`config.mk`:
```
export PLATFORM = sky130hd
export DESIGN_NAME = nco_accumulator
export DESIGN_NICKNAME = d
export VERILOG_FILES = /design/src/common/nco_pkg.sv /design/src/logic/nco_accumulator.sv
export VERILOG_INCLUDE_DIRS = /design/src /design/src/common
export SDC_FILE = /design/constraint.sdc
export NUM_CORES = 1
export LEC_CHECK = 0
export BUFFER_PORTS_ARGS = -buffer_cell sky130_fd_sc_hd__clkbuf_2
export CELL_PAD_IN_SITES_DETAIL_PLACEMENT = 1
export CELL_PAD_IN_SITES_GLOBAL_PLACEMENT = 1
export CORE_MARGIN = 1.5
export CORE_UTILIZATION = 35
export CTS_CLUSTER_SIZE = 25
export DETAILED_ROUTE_END_ITERATION = 6
export PLACE_DENSITY = 0.67
export SLEW_MARGIN = 20
export SYNTH_ARGS = -nofsm -noshare
export SYNTH_HDL_FRONTEND = slang
export SYNTH_SLANG_ARGS = --single-unit
```
`constraint.sdc`:
```
create_clock -name mclk -period 5.6 [get_ports mclk]
set_input_delay 0.28 -clock mclk [delete_from_list [all_inputs] [get_ports mclk]]
set_output_delay 0.28 -clock mclk [all_outputs]
set_load 0.05 [all_outputs]
```
`src/common/nco_defines.svh`:
```
// Purpose: Offsets, field positions, reset values and counts of the oscillator.
// Assumes: Included by its bare name; register index times four is the byte address.
// Notes:   Definitions only.
//
// Contract
// - Accumulator is 20 bits, three byte registers.
// - Each input clock edge adds buffered increment.
// - Accumulator carry out is the overflow event.
// - Increment is 20 bits over three bytes.
// - Enabled: low byte write loads buffer, edge two.
// - Disabled: increment writes load buffer at once.
// - Increment buffer is hidden from software.
// - Four-bit select picks one of eleven sources.
// - Fixed duty mode toggles output per overflow.
// - Mode select cleared gives fixed duty mode.
// - Mode select set gives pulse frequency mode.
// - Pulse mode: active some periods, then inactive.
// - Pulse goes active on next input edge.
// - Invert bit sets active and inactive levels.
// - Width select gives two-power-code active periods.
// - Overflow sets flag; software clears it.
// - Polarity change with interrupts enabled sets flag.
// - Reset clears every oscillator register.
`ifndef NCO_DEFINES_SVH
`define NCO_DEFINES_SVH

`define NCO_ACC_WIDTH      20
`define NCO_IDX_ACCL       12'h58C
`define NCO_IDX_ACCH       12'h58D
`define NCO_IDX_ACCU       12'h58E
`define NCO_IDX_INCL       12'h58F
`define NCO_IDX_INCH       12'h590
`define NCO_IDX_INCU       12'h591
`define NCO_IDX_CON        12'h592
`define NCO_IDX_CLK        12'h593
`define NCO_IDX_STAT       12'h594
`define NCO_CON_EN_BIT     7
`define NCO_CON_OUT_BIT    5
`define NCO_CON_POL_BIT    4
`define NCO_CON_PFM_BIT    0
`define OSC_INPUT_CLOCK_PWS_LSB    5
`define OSC_INPUT_CLOCK_CKS_LSB    0
`define NCO_STAT_FLAG_BIT  0
`define NCO_STAT_IE_BIT    1
`define NCO_RST_BYTE       8'h00
`define NCO_LOAD_EDGES     2'd2

`endif

```
`src/common/nco_pkg.sv`:
```
// Purpose: Types shared by the oscillator design.
// Assumes: nco_defines.svh gives the widths.
// Notes:   The whole block state is one packed struct.
`include "nco_defines.svh"

package nco_pkg;

  typedef enum logic [3:0] {
    NCO_SRC_SYSOSC, NCO_SRC_FASTINT, NCO_SRC_SLOWINT, NCO_SRC_MED500K,
    NCO_SRC_MED32K, NCO_SRC_SECOSC, NCO_SRC_REFCLK, NCO_SRC_LC1,
    NCO_SRC_LC2, NCO_SRC_LC3, NCO_SRC_LC4
  } nco_src_e;

  typedef struct packed {
    logic [`NCO_ACC_WIDTH-1:0] acc;
    logic [`NCO_ACC_WIDTH-1:0] inc;
    logic [`NCO_ACC_WIDTH-1:0] incBuf;
    logic [1:0]                loadCnt;
    logic                      enable;
    logic                      outputInvert;
    logic                      pulseFreqModeSel;
    logic [2:0]                pulseWidthSelect;
    logic [3:0]                inputClockSelect;
    logic                      overflowIrqFlag;
    logic                      irqEnable;
    logic                      srcPrev;
    logic                      rawOut;
    logic                      pfPending;
    logic [6:0]                pulseCnt;
    logic                      outLevel;
    logic [31:0]               prdata;
  } nco_state_s;

endpackage : nco_pkg

```
`src/logic/nco_accumulator.sv`:
```
// Purpose: Numerically controlled oscillator with an APB register slave.
// Assumes: All source clocks are synchronous to mclk and no faster than mclk/2.
// Notes:   Source rising edges become one-cycle ticks; all logic runs on mclk.
`timescale 1ns/1ps
`default_nettype none
`include "nco_defines.svh"

module nco_accumulator
  import nco_pkg::*;
#(
  parameter int ACC_WIDTH = `NCO_ACC_WIDTH
) (
  // Clock and reset
  input  wire logic        mclk,
  input  wire logic        rst_n,
  // APB slave
  input  wire logic        psel,
  input  wire logic        penable,
  input  wire logic        pwrite,
  input  wire logic [15:0] paddr,
  input  wire logic [31:0] pwdata,
  input  wire logic [3:0]  pstrb,
  output var  logic [31:0] prdata,
  output var  logic        pready,
  output var  logic        pslverr,
  // Input clock sources
  input  wire logic        systemOscClock,
  input  wire logic        fastInternalOsc,
  input  wire logic        slowInternalOsc,
  input  wire logic        mediumInternalOsc500k,
  input  wire logic        mediumInternalOsc32k,
  input  wire logic        secondaryOsc,
  input  wire logic        referenceClockOut,
  input  wire logic        logicCell1Output,
  input  wire logic        logicCell2Output,
  input  wire logic        logicCell3Output,
  input  wire logic        logicCell4Output,
  // Oscillator output and flag
  output var  logic        ncoOut,
  output var  logic        overflowIrqFlag
);

  // ************************************************************
  // Elaboration checks
  // ************************************************************
  if (ACC_WIDTH != `NCO_ACC_WIDTH) begin : gWidthCheck
    $error("nco_accumulator: only the 20-bit accumulator is supported");
  end

  localparam int UPW = ACC_WIDTH - 16;

  // ************************************************************
  // State
  // ************************************************************
  nco_state_s s;
  nco_state_s next_s;

  function automatic logic [15:0] addrOf(input logic [11:0] idx);
    addrOf = {2'b00, idx, 2'b00};
  endfunction : addrOf

  // ************************************************************
  // Source selection and edge tick
  // ************************************************************
  logic srcSel;
  logic tick;

  always_comb begin
    case (s.inputClockSelect)
      NCO_SRC_SYSOSC:  srcSel = systemOscClock;
      NCO_SRC_FASTINT: srcSel = fastInternalOsc;
      NCO_SRC_SLOWINT: srcSel = slowInternalOsc;
      NCO_SRC_MED500K: srcSel = mediumInternalOsc500k;
      NCO_SRC_MED32K:  srcSel = mediumInternalOsc32k;
      NCO_SRC_SECOSC:  srcSel = secondaryOsc;
      NCO_SRC_REFCLK:  srcSel = referenceClockOut;
      NCO_SRC_LC1:     srcSel = logicCell1Output;
      NCO_SRC_LC2:     srcSel = logicCell2Output;
      NCO_SRC_LC3:     srcSel = logicCell3Output;
      NCO_SRC_LC4:     srcSel = logicCell4Output;
      // Reserved codes give a source that never moves
      default:         srcSel = 1'b0;
    endcase
  end

  // Changing the select may produce one stray tick; software should
  // change it while disabled.
  assign tick = srcSel & ~s.srcPrev;

  // ************************************************************
  // Bus decode
  // ************************************************************
  logic        access;
  logic        setup;
  logic        wrByte;
  logic        hit;
  logic [7:0]  wb;
  logic [31:0] rdMux;

  assign access = psel & penable;
  assign setup  = psel & ~penable;
  assign wrByte = access & pwrite & pstrb[0];
  assign wb     = pwdata[7:0];

  always_comb begin
    hit   = 1'b1;
    rdMux = 32'h0000_0000;
    case (paddr)
      addrOf(`NCO_IDX_ACCL): rdMux[7:0] = s.acc[7:0];
      addrOf(`NCO_IDX_ACCH): rdMux[7:0] = s.acc[15:8];
      addrOf(`NCO_IDX_ACCU): rdMux[UPW-1:0] = s.acc[ACC_WIDTH-1:16];
      addrOf(`NCO_IDX_INCL): rdMux[7:0] = s.inc[7:0];
      addrOf(`NCO_IDX_INCH): rdMux[7:0] = s.inc[15:8];
      addrOf(`NCO_IDX_INCU): rdMux[UPW-1:0] = s.inc[ACC_WIDTH-1:16];
      addrOf(`NCO_IDX_CON): begin
        rdMux[`NCO_CON_EN_BIT]  = s.enable;
        rdMux[`NCO_CON_OUT_BIT] = s.outLevel;
        rdMux[`NCO_CON_POL_BIT] = s.outputInvert;
        rdMux[`NCO_CON_PFM_BIT] = s.pulseFreqModeSel;
      end
      addrOf(`NCO_IDX_CLK): begin
        rdMux[`OSC_INPUT_CLOCK_PWS_LSB +: 3] = s.pulseWidthSelect;
        rdMux[`OSC_INPUT_CLOCK_CKS_LSB +: 4] = s.inputClockSelect;
      end
      addrOf(`NCO_IDX_STAT): begin
        rdMux[`NCO_STAT_FLAG_BIT] = s.overflowIrqFlag;
        rdMux[`NCO_STAT_IE_BIT]   = s.irqEnable;
      end
      default: hit = 1'b0;
    endcase
  end

  // The incrementer buffer has no address at all and never reaches rdMux.

  // ************************************************************
  // Next-state logic
  // ************************************************************
  logic [ACC_WIDTH:0] sum;
  logic               carry;
  logic               accTick;
  logic               polEvent;
  logic [6:0]         widthM1;
  logic               wAccL, wAccH, wAccU;
  logic               wIncL, wIncH, wIncU;
  logic               wCon, wClk, wStat;

  assign sum     = {1'b0, s.acc} + {1'b0, s.incBuf};
  assign accTick = tick & s.enable;
  assign carry   = accTick & sum[ACC_WIDTH];
  assign widthM1 = 7'((8'h01 << s.pulseWidthSelect) - 8'h01);

  assign wAccL = wrByte & (paddr == addrOf(`NCO_IDX_ACCL));
  assign wAccH = wrByte & (paddr == addrOf(`NCO_IDX_ACCH));
  assign wAccU = wrByte & (paddr == addrOf(`NCO_IDX_ACCU));
  assign wIncL = wrByte & (paddr == addrOf(`NCO_IDX_INCL));
  assign wIncH = wrByte & (paddr == addrOf(`NCO_IDX_INCH));
  assign wIncU = wrByte & (paddr == addrOf(`NCO_IDX_INCU));
  assign wCon  = wrByte & (paddr == addrOf(`NCO_IDX_CON));
  assign wClk  = wrByte & (paddr == addrOf(`NCO_IDX_CLK));
  assign wStat = wrByte & (paddr == addrOf(`NCO_IDX_STAT));

  // Output transition caused by a polarity write
  assign polEvent = wCon & (wb[`NCO_CON_POL_BIT] != s.outputInvert) & s.irqEnable;

  always_comb begin
    next_s         = s;
    next_s.srcPrev = srcSel;

    // Accumulate on each selected source edge while enabled
    if (accTick) begin
      next_s.acc = sum[ACC_WIDTH-1:0];
    end

    // Output stage
    if (!s.enable) begin
      next_s.rawOut    = 1'b0;
      next_s.pfPending = 1'b0;
      next_s.pulseCnt  = 7'h00;
    end else if (!s.pulseFreqModeSel) begin
      next_s.pfPending = 1'b0;
      if (carry) begin
        next_s.rawOut = ~s.rawOut;
      end
    end else if (tick) begin
      next_s.pfPending = carry;
      if (s.pfPending) begin
        // A new overflow restarts the pulse, so a width longer than the
        // overflow period keeps the output active.
        next_s.rawOut   = 1'b1;
        next_s.pulseCnt = widthM1;
      end else if (s.rawOut) begin
        if (s.pulseCnt == 7'h00) begin
          next_s.rawOut = 1'b0;
        end else begin
          next_s.pulseCnt = s.pulseCnt - 7'h01;
        end
      end
    end

    // Delayed increment load while running
    if (!s.enable) begin
      next_s.loadCnt = 2'd0;
    end else if (tick && s.loadCnt != 2'd0) begin
      next_s.loadCnt = s.loadCnt - 2'd1;
      if (s.loadCnt == 2'd1) begin
        next_s.incBuf = s.inc;
      end
    end

    // Register writes; software has priority over accumulation
    if (wAccL) begin
      next_s.acc[7:0] = wb;
    end
    if (wAccH) begin
      next_s.acc[15:8] = wb;
    end
    if (wAccU) begin
      next_s.acc[ACC_WIDTH-1:16] = wb[UPW-1:0];
    end
    if (wIncL) begin
      next_s.inc[7:0] = wb;
    end
    if (wIncH) begin
      next_s.inc[15:8] = wb;
    end
    if (wIncU) begin
      next_s.inc[ACC_WIDTH-1:16] = wb[UPW-1:0];
    end
    if (wIncL && s.enable) begin
      next_s.loadCnt = `NCO_LOAD_EDGES;
    end
    if ((wIncL || wIncH || wIncU) && !s.enable) begin
      next_s.incBuf = next_s.inc;
    end
    if (wCon) begin
      next_s.enable           = wb[`NCO_CON_EN_BIT];
      next_s.outputInvert     = wb[`NCO_CON_POL_BIT];
      next_s.pulseFreqModeSel = wb[`NCO_CON_PFM_BIT];
    end
    if (wClk) begin
      next_s.pulseWidthSelect = wb[`OSC_INPUT_CLOCK_PWS_LSB +: 3];
      next_s.inputClockSelect = wb[`OSC_INPUT_CLOCK_CKS_LSB +: 4];
    end

    // Sticky flag: a set in the same cycle as a clear wins
    if (wStat) begin
      next_s.irqEnable = wb[`NCO_STAT_IE_BIT];
      if (wb[`NCO_STAT_FLAG_BIT]) begin
        next_s.overflowIrqFlag = 1'b0;
      end
    end
    if (carry || polEvent) begin
      next_s.overflowIrqFlag = 1'b1;
    end

    // Registered output level follows the invert bit
    next_s.outLevel = next_s.rawOut ^ next_s.outputInvert;

    // Read data captured in the setup phase
    if (setup && !pwrite) begin
      next_s.prdata = rdMux;
    end
  end

  // ************************************************************
  // State register
  // ************************************************************
  always_ff @(posedge mclk) begin
    if (!rst_n) begin
      s <= '0;
    end else begin
      s <= next_s;
    end
  end

  // ************************************************************
  // Outputs
  // ************************************************************
  assign prdata          = s.prdata;
  assign pready          = 1'b1;
  assign pslverr         = access & ~hit;
  assign ncoOut          = s.outLevel;
  assign overflowIrqFlag = s.overflowIrqFlag;

endmodule : nco_accumulator

`default_nettype wire

```
==> results.py, run 1 <==
metrics = {
    "floorplanning": {
        "die_h_um": 131,
        "num_rows": 46,
        "core_mm2": 0.0159,
        "start_util_pct": 36.0,
        "design.die.area_mm2": 0.0172,
        "boundaryPins": 104,
        "die_w_um": 131,
    },
    "detailed_routing": {
        "drc_errors": 0,
        "ant_nets": 0,
        "viasPerCell": 5.81,
        "avgRoutedWirePerCell_um": 20.8,
        "wl_um": 19000,
        "dr.pass1.iters": 6,
        "drt_iter0_drc": 416,
        "vias": 5309,
    },
    "sta": {
        "fin_tns_setup_ns": 0,
        "hold_ws_ns": 0.316,
        "fin_crit_ns": 3.39,
        "setup-violations-final": 0,
        "max-slew-margin-rel_pct": 31.1,
        "drv_slew": 0,
        "rsz0062_at_grt": "no",
        "fin_crit_sh_pct": 60.5,
        "hold_violations": 0,
        "skew_ns": 0.00660,
        "max_freq_ghz": 0.295,
        "tightestPinTransition_ns": 1.03,
    },
    "cells_and_area": {
        "multi_input_area_mm2": 0.00348,
        "final-seq-area_mm2": 0.00186,
        "fillers": 1926,
        "layout_commonest_cell": "dfxtp_1",
        "layout.nets": 786,
        "final_cell_mix": "93 x dfxtp_1, 71 x nor2_1, 52 x nand2_1, 51 x clkbuf_2, 50 x a21oi_1",
        "n_antenna_cell": 0,
        "syn2layout_area_growth_pct": 8.23,
        "fin_util_pct": 39.0,
        "drive_gt1_share_pct": 12.9,
    },
    "clocking": {
        "cts_buffers": 9,
        "clk_latency_ns": 0.35,
        "htreeDepth": 3,
        "root_buffer": "clkbuf_16",
        "cts.repair.resized": 0,
        "cts_tree": "built",
        "clock_path_buffers": 2,
        "post_cts_buffers": 0,
        "clk_pin_slew_ns": 0.07,
        "cts.sinks": 93,
        "hold_buffers": 0,
    },
    "flow_run": {
        "drv_cap": 0,
    },
    "critical_path": {
        "required_ns": 5.88,
        "r2r_start": "s[47]",
        "crit_arrival_ns": 3.67,
        "path_class": "register to register",
        "cp_num_buf_inv": 1,
        "ff2ff_setup_slack_ns": 2.21,
        "worst_setup_path_start_kind": "register",
        "regToRegEndpoint": "s[63]",
        "cpPeakStageDelay_ns": 0.82,
        "critPathSlowestCell": "nor2_2",
        "path_cells": "nand3b_4 -> a211oi_2 -> a2111oi_4 -> a211o_1 -> buf_4 -> nor3b_4 -> nor2_2 -> a222oi_1 -> nor2_1",
        "critPathTopFamily": "simple AND/OR/NAND/NOR gates",
        "worst_setup_path_end_kind": "register",
        "critPathMaxFanout": 36,
        "worstRegToRegCells": 9,
    },
    "min_path": {
        "holdPathEnd": "s[82]",
        "hold_class": "input port to register",
        "min_path_cells": 3,
        "hold_start": "pwdata[5]",
    },
    "synth": {
        "synth_edf_count": 0,
        "synth_top_area_cell": "dfxtp_1",
        "ys_types": 66,
        "yosysSeqAreaShare_pct": 32.4,
        "synth_ff_type": "dfxtp_1",
        "synth_top_cells_by_area": "dfxtp_1 32%, mux2i_1 7.1%, ha_1 5.0%",
        "yosysWarnings": 0,
        "asyncSetResetFlopFracSynth_pct": 0,
        "synthCells": 680,
        "ys_seq_elements": 93,
        "synth.top_cell.area_share_pct": 32.4,
        "avgSynthCellArea_um2": 8.45,
        "synth_area_mm2": 0.00574,
    },
    "global_route": {
        "grt_overflow": 0,
        "antenna_found_initial": 0,
        "first_global_vias": 5403,
        "grt_pass1_wl_um": 30200,
        "grt_max_degree": 37,
        "grt_use_total_pct": 22.4,
    },
    "power_and_ir_drop": {
        "p_per_area_mw_per_mm2": 217,
        "total_power_mw": 1.35,
        "power_leakage_nw": 2.38,
        "ir_worst_vdd_v": 0.000166,
    },
    "run_status": {
        "status": "finished, final reports clean",
    },
    "place": {
        "place_hpwl_um": 14100,
        "place_congestion": 0.843,
        "port_buffers": 51,
    },
}
## flip-flops by register name (all words and copies together), names as in the netlist
signal,cells
s,83
prdata,8
ncoOut,1
overflowIrqFlag,1
## where the power goes
group / switching [mW] / internal, mW
combinational: 0.0879 / 0.0196
clock: 0.279 / 0.298
sequential: 0.00183 / 0.664
## logic make-up after synthesis
logic type               Yosys count  share of synthesized area, %
XOR/XNOR                          22                          3.35
AND/OR/NAND/NOR                  212                          18.4
other                              2                         0.131
multiplexers                      43                          7.54
flip-flops                        93                          32.4
buffers and inverters             89                          8.56
AO/OA/AOI/OAI                    195                          24.3
adder cells (fa/ha/maj)           24                          5.36
## worst max path at each step
| stage | from | endpoint | slack (ns) | cells after the start |
|---|---|---|---|---|
| 3_3_place_gp | s[47] | s[57] | 2.43 | 9 |
| 5_1_grt | s[47] | s[58] | 2.04 | 9 |
| 2_1_floorplan | s[57] | s[115] | 2.97 | 10 |
| 4_1_cts | s[47] | s[63] | 2.29 | 9 |
| 6_report | s[47] | s[63] | 2.21 | 9 |
| 3_5_place_dp | paddr[13] | s[61] | 2.32 | 9 |
## stage by stage
step | std cells | setup slack (ns) | cell area [µm²]
3_3_place_gp | 899 | 2.43 | 5950
4_1_cts | 914 | 2.29 | 6220
2_1_floorplan | 703 | 2.97 | 5830
3_5_place_dp | 899 | 2.32 | 5950
5_1_grt | 914 | 2.04 | 6220
6_report | 914 | 2.21 | 6220
## synth_stat cells, drive strengths merged (16+ instances only)
library cell / count
a222oi: 18
clkbuf: 31
nand2: 52
nor3: 16
dfxtp: 93
nand3: 16
nor2: 72
ha: 23
buf: 45
a21oi: 50
o21ai: 38
mux2i: 41
## per-layer routing
layer	global-route usage (%)	vias up	wire length (µm)
li1	-	2486	-
met1	29.0	2642	8500
met2	37.5	149	9060
met3	3.55	32	943
met4	8.18	0	503
met5	0	-	0
## area by class of cell
cell class / count / area share (%)
Clock inverter: 6 / 0.664
Tap cell: 216 / 4.35
Clock buffer: 9 / 3.62
Timing Repair Buffer: 56 / 4.71
Inverter: 13 / 0.785
Sequential cell: 93 / 29.9
Multi-Input combinational cell: 521 / 55.9
## worst min-delay path: stages
cell and delay [ns]:
clkbuf_2 0.17, nand2_1 0.09, a21oi_1 0.07
(Power assumes the default switching activity.)
==> run 2, diff against run 1 <==
ABC_AREA = 1   (was default)
PLACE_DENSITY = 0.73   (was 0.67)
clock period = 3.1 ns   (was 5.6 ns; I/O delays follow)
==> run 2 against run 1 <==
  * Via count grew 21%
  * Total power grew 85%
  * Count of clock-buffer cells in the layout did not move
  * Fmax up 42%
  * Worst setup slack lost 1.5 ns
  * Critical path depth rose by 4
  * Synthesized cell count increased by 42%
  * Die area rose by 9.1%
  * Worst hold slack got worse by 0.16 ns
  * Final cell count grew 35%
  * Largest cell class unchanged
==> results.py, run 2 <==
metrics = {
    "run_status": {
        "status": "finished, final reports clean",
    },
    "cells_and_area": {
        "fillers": 2348,
        "layout.nets": 1093,
        "postLayoutCellArea_mm2": 0.00687,
        "n_antenna_cell": 0,
        "fin_cells": 1231,
        "largest_reg_flops": 83,
        "final_cell_mix": "191 x nand2_1, 146 x nor2_1, 120 x inv_1, 93 x dfxtp_1, 58 x a21oi_1",
        "syn2layout_area_growth_pct": 9.39,
        "drive_gt1_share_pct": 12.2,
        "fin_util_pct": 39.4,
        "top_register": "s",
        "layout_commonest_cell": "nand2_1",
    },
    "floorplanning": {
        "die_h_um": 137,
        "die_w_um": 137,
        "num_rows": 48,
        "boundaryPins": 104,
        "start_util_pct": 36.0,
        "design.die.area_mm2": 0.0187,
        "core_mm2": 0.0174,
    },
    "clocking": {
        "root_buffer": "clkbuf_16",
        "htreeDepth": 3,
        "cts_buffers": 9,
        "hold_buffers": 0,
        "clock_path_buffers": 2,
        "clk_pin_slew_ns": 0.08,
        "cts.repair.resized": 0,
        "cts_tree": "built",
        "clk_latency_ns": 0.36,
        "post_cts_buffers": 0,
        "cts.sinks": 93,
    },
    "place": {
        "port_buffers": 51,
        "dp_slack_ns": 0.727,
        "post-place-cells": 1215,
        "place_congestion": 1.00,
        "place_hpwl_um": 17000,
        "place_area_mm2": 0.00657,
    },
    "sta": {
        "drv_slew": 0,
        "rsz0062_at_grt": "no",
        "hold_violations": 0,
        "max-slew-margin-rel_pct": 61.9,
        "tightestPinTransition_ns": 0.572,
        "setup_ws_ns": 0.717,
        "setup-violations-final": 0,
        "fin_tns_setup_ns": 0,
        "fin_crit_sh_pct": 76.9,
        "fin_crit_ns": 2.38,
        "hold_ws_ns": 0.158,
        "skew_ns": 0.0144,
        "max_freq_ghz": 0.420,
    },
    "critical_path": {
        "critPathMaxFanout": 5,
        "path_class": "register to register",
        "crit_path_frequent_cell": "nand2_1",
        "ff2ff_setup_slack_ns": 0.72,
        "required_ns": 3.34,
        "path_cells": "ha_1 -> fa_1 -> nand2_1 -> o21ai_1 -> nand2_1 -> nand2_1 -> nand2_1 -> nand2_1 -> nand3_1 -> nand2_1 -> nand2_1 -> a21oi_1 -> nor2_1",
        "cp_num_buf_inv": 0,
        "critPathSlowestCell": "o21ai_1",
        "critPathTopFamily": "simple AND/OR/NAND/NOR gates",
        "worst_setup_path_start_kind": "register",
        "cpPeakStageDelay_ns": 0.40,
        "worst_setup_path_end_kind": "register",
        "crit_arrival_ns": 2.62,
    },
    "global_route": {
        "first_global_vias": 6289,
        "grt_overflow": 0,
        "grt_use_total_pct": 23.6,
        "grt_max_degree": 27,
        "antenna_found_initial": 0,
        "grt_pass1_wl_um": 33800,
    },
    "detailed_routing": {
        "ant_nets": 0,
        "vias": 6434,
        "drc_errors": 0,
        "avgRoutedWirePerCell_um": 17.3,
        "wl_um": 21400,
        "dr.pass1.iters": 5,
        "drt_iter0_drc": 375,
        "viasPerCell": 5.23,
    },
    "synth": {
        "synth.top_cell.area_share_pct": 29.7,
        "synth_common_cells": "191 x nand2_1, 146 x nor2_1, 121 x inv_1",
        "ys_seq_elements": 93,
        "synth_top_area_cell": "dfxtp_1",
        "yosysWarnings": 0,
        "ys_types": 46,
        "synthCells": 965,
        "synth_top_cells_by_area": "dfxtp_1 30%, nand2_1 11%, nor2_1 8.7%",
        "synth_area_mm2": 0.00628,
        "yosysSeqAreaShare_pct": 29.7,
        "yosysMostFrequentCell": "nand2_1",
        "avgSynthCellArea_um2": 6.50,
        "synth_ff_type": "dfxtp_1",
        "synth_edf_count": 0,
        "asyncSetResetFlopFracSynth_pct": 0,
    },
    "power_and_ir_drop": {
        "total_power_mw": 2.50,
        "ir_worst_vdd_v": 0.000293,
        "p_per_area_mw_per_mm2": 364,
        "power_leakage_nw": 2.96,
    },
    "min_path": {
        "hold_class": "input port to register",
    },
    "flow_run": {
        "drv_cap": 0,
    },
}
-- run 2: worst paths after layout --
check                               start         to  cells after the start
worst max-delay path                s[97]     s[111]                     13
worst min-delay path            pwdata[7]     s[104]                      3
worst max register to register      s[97]     s[111]                     13
worst min register to register  prdata[2]  prdata[2]                      2
-- run 2: routing by layer --
| layer | up-vias | share of wire (%) | GRT usage, % |
|---|---|---|---|
| met2 | 109 | 48 | 39.9 |
| met1 | 3115 | 46 | 31.4 |
| met3 | 30 | 3.6 | 3.52 |
| met4 | 0 | 2.1 | 6.20 |
| li1 | 3180 | - | - |
| met5 | - | 0 | 0 |
-- run 2: final cells by class --
cell class	instances	area, µm²	area share [%]
clock inverters	7	67.6	0.984
repair buffers	55	285	4.15
flip-flops and latches	93	1860	27.1
clock buffers	9	225	3.28
well taps	225	282	4.10
inverters	129	488	7.11
multi-input cells	713	3660	53.3
-- run 2: cells by family (layout without fill, tap and decap cells) --
group / after synthesis / after routing / share of synthesized area (%)
simple gates: 453 / 453 / 31.5
xor+xnor: 16 / 16 / 2.23
fa+ha+maj: 24 / 24 / 4.90
compound gates: 195 / 195 / 18.2
buf+inv: 182 / 200 / 13.5
other cells: 2 / 25 / 0.120
flops: 93 / 93 / 29.7
-- run 2: worst min-delay path, delay by kind of cell --
| family | cells | cell delay [ns] |
|---|---|---|
| simple gates | 1 | 0.10 |
| buf+inv | 1 | 0.16 |
| compound gates | 1 | 0.07 |
-- run 2: where the power goes --
part / switching [mW] / leakage (nW) / internal, mW / total, mW
clock network: 0.549 / 0.145 / 0.565 / 1.11
registers: 0.00160 / 0.749 / 1.20 / 1.20
logic: 0.155 / 2.07 / 0.0332 / 0.189
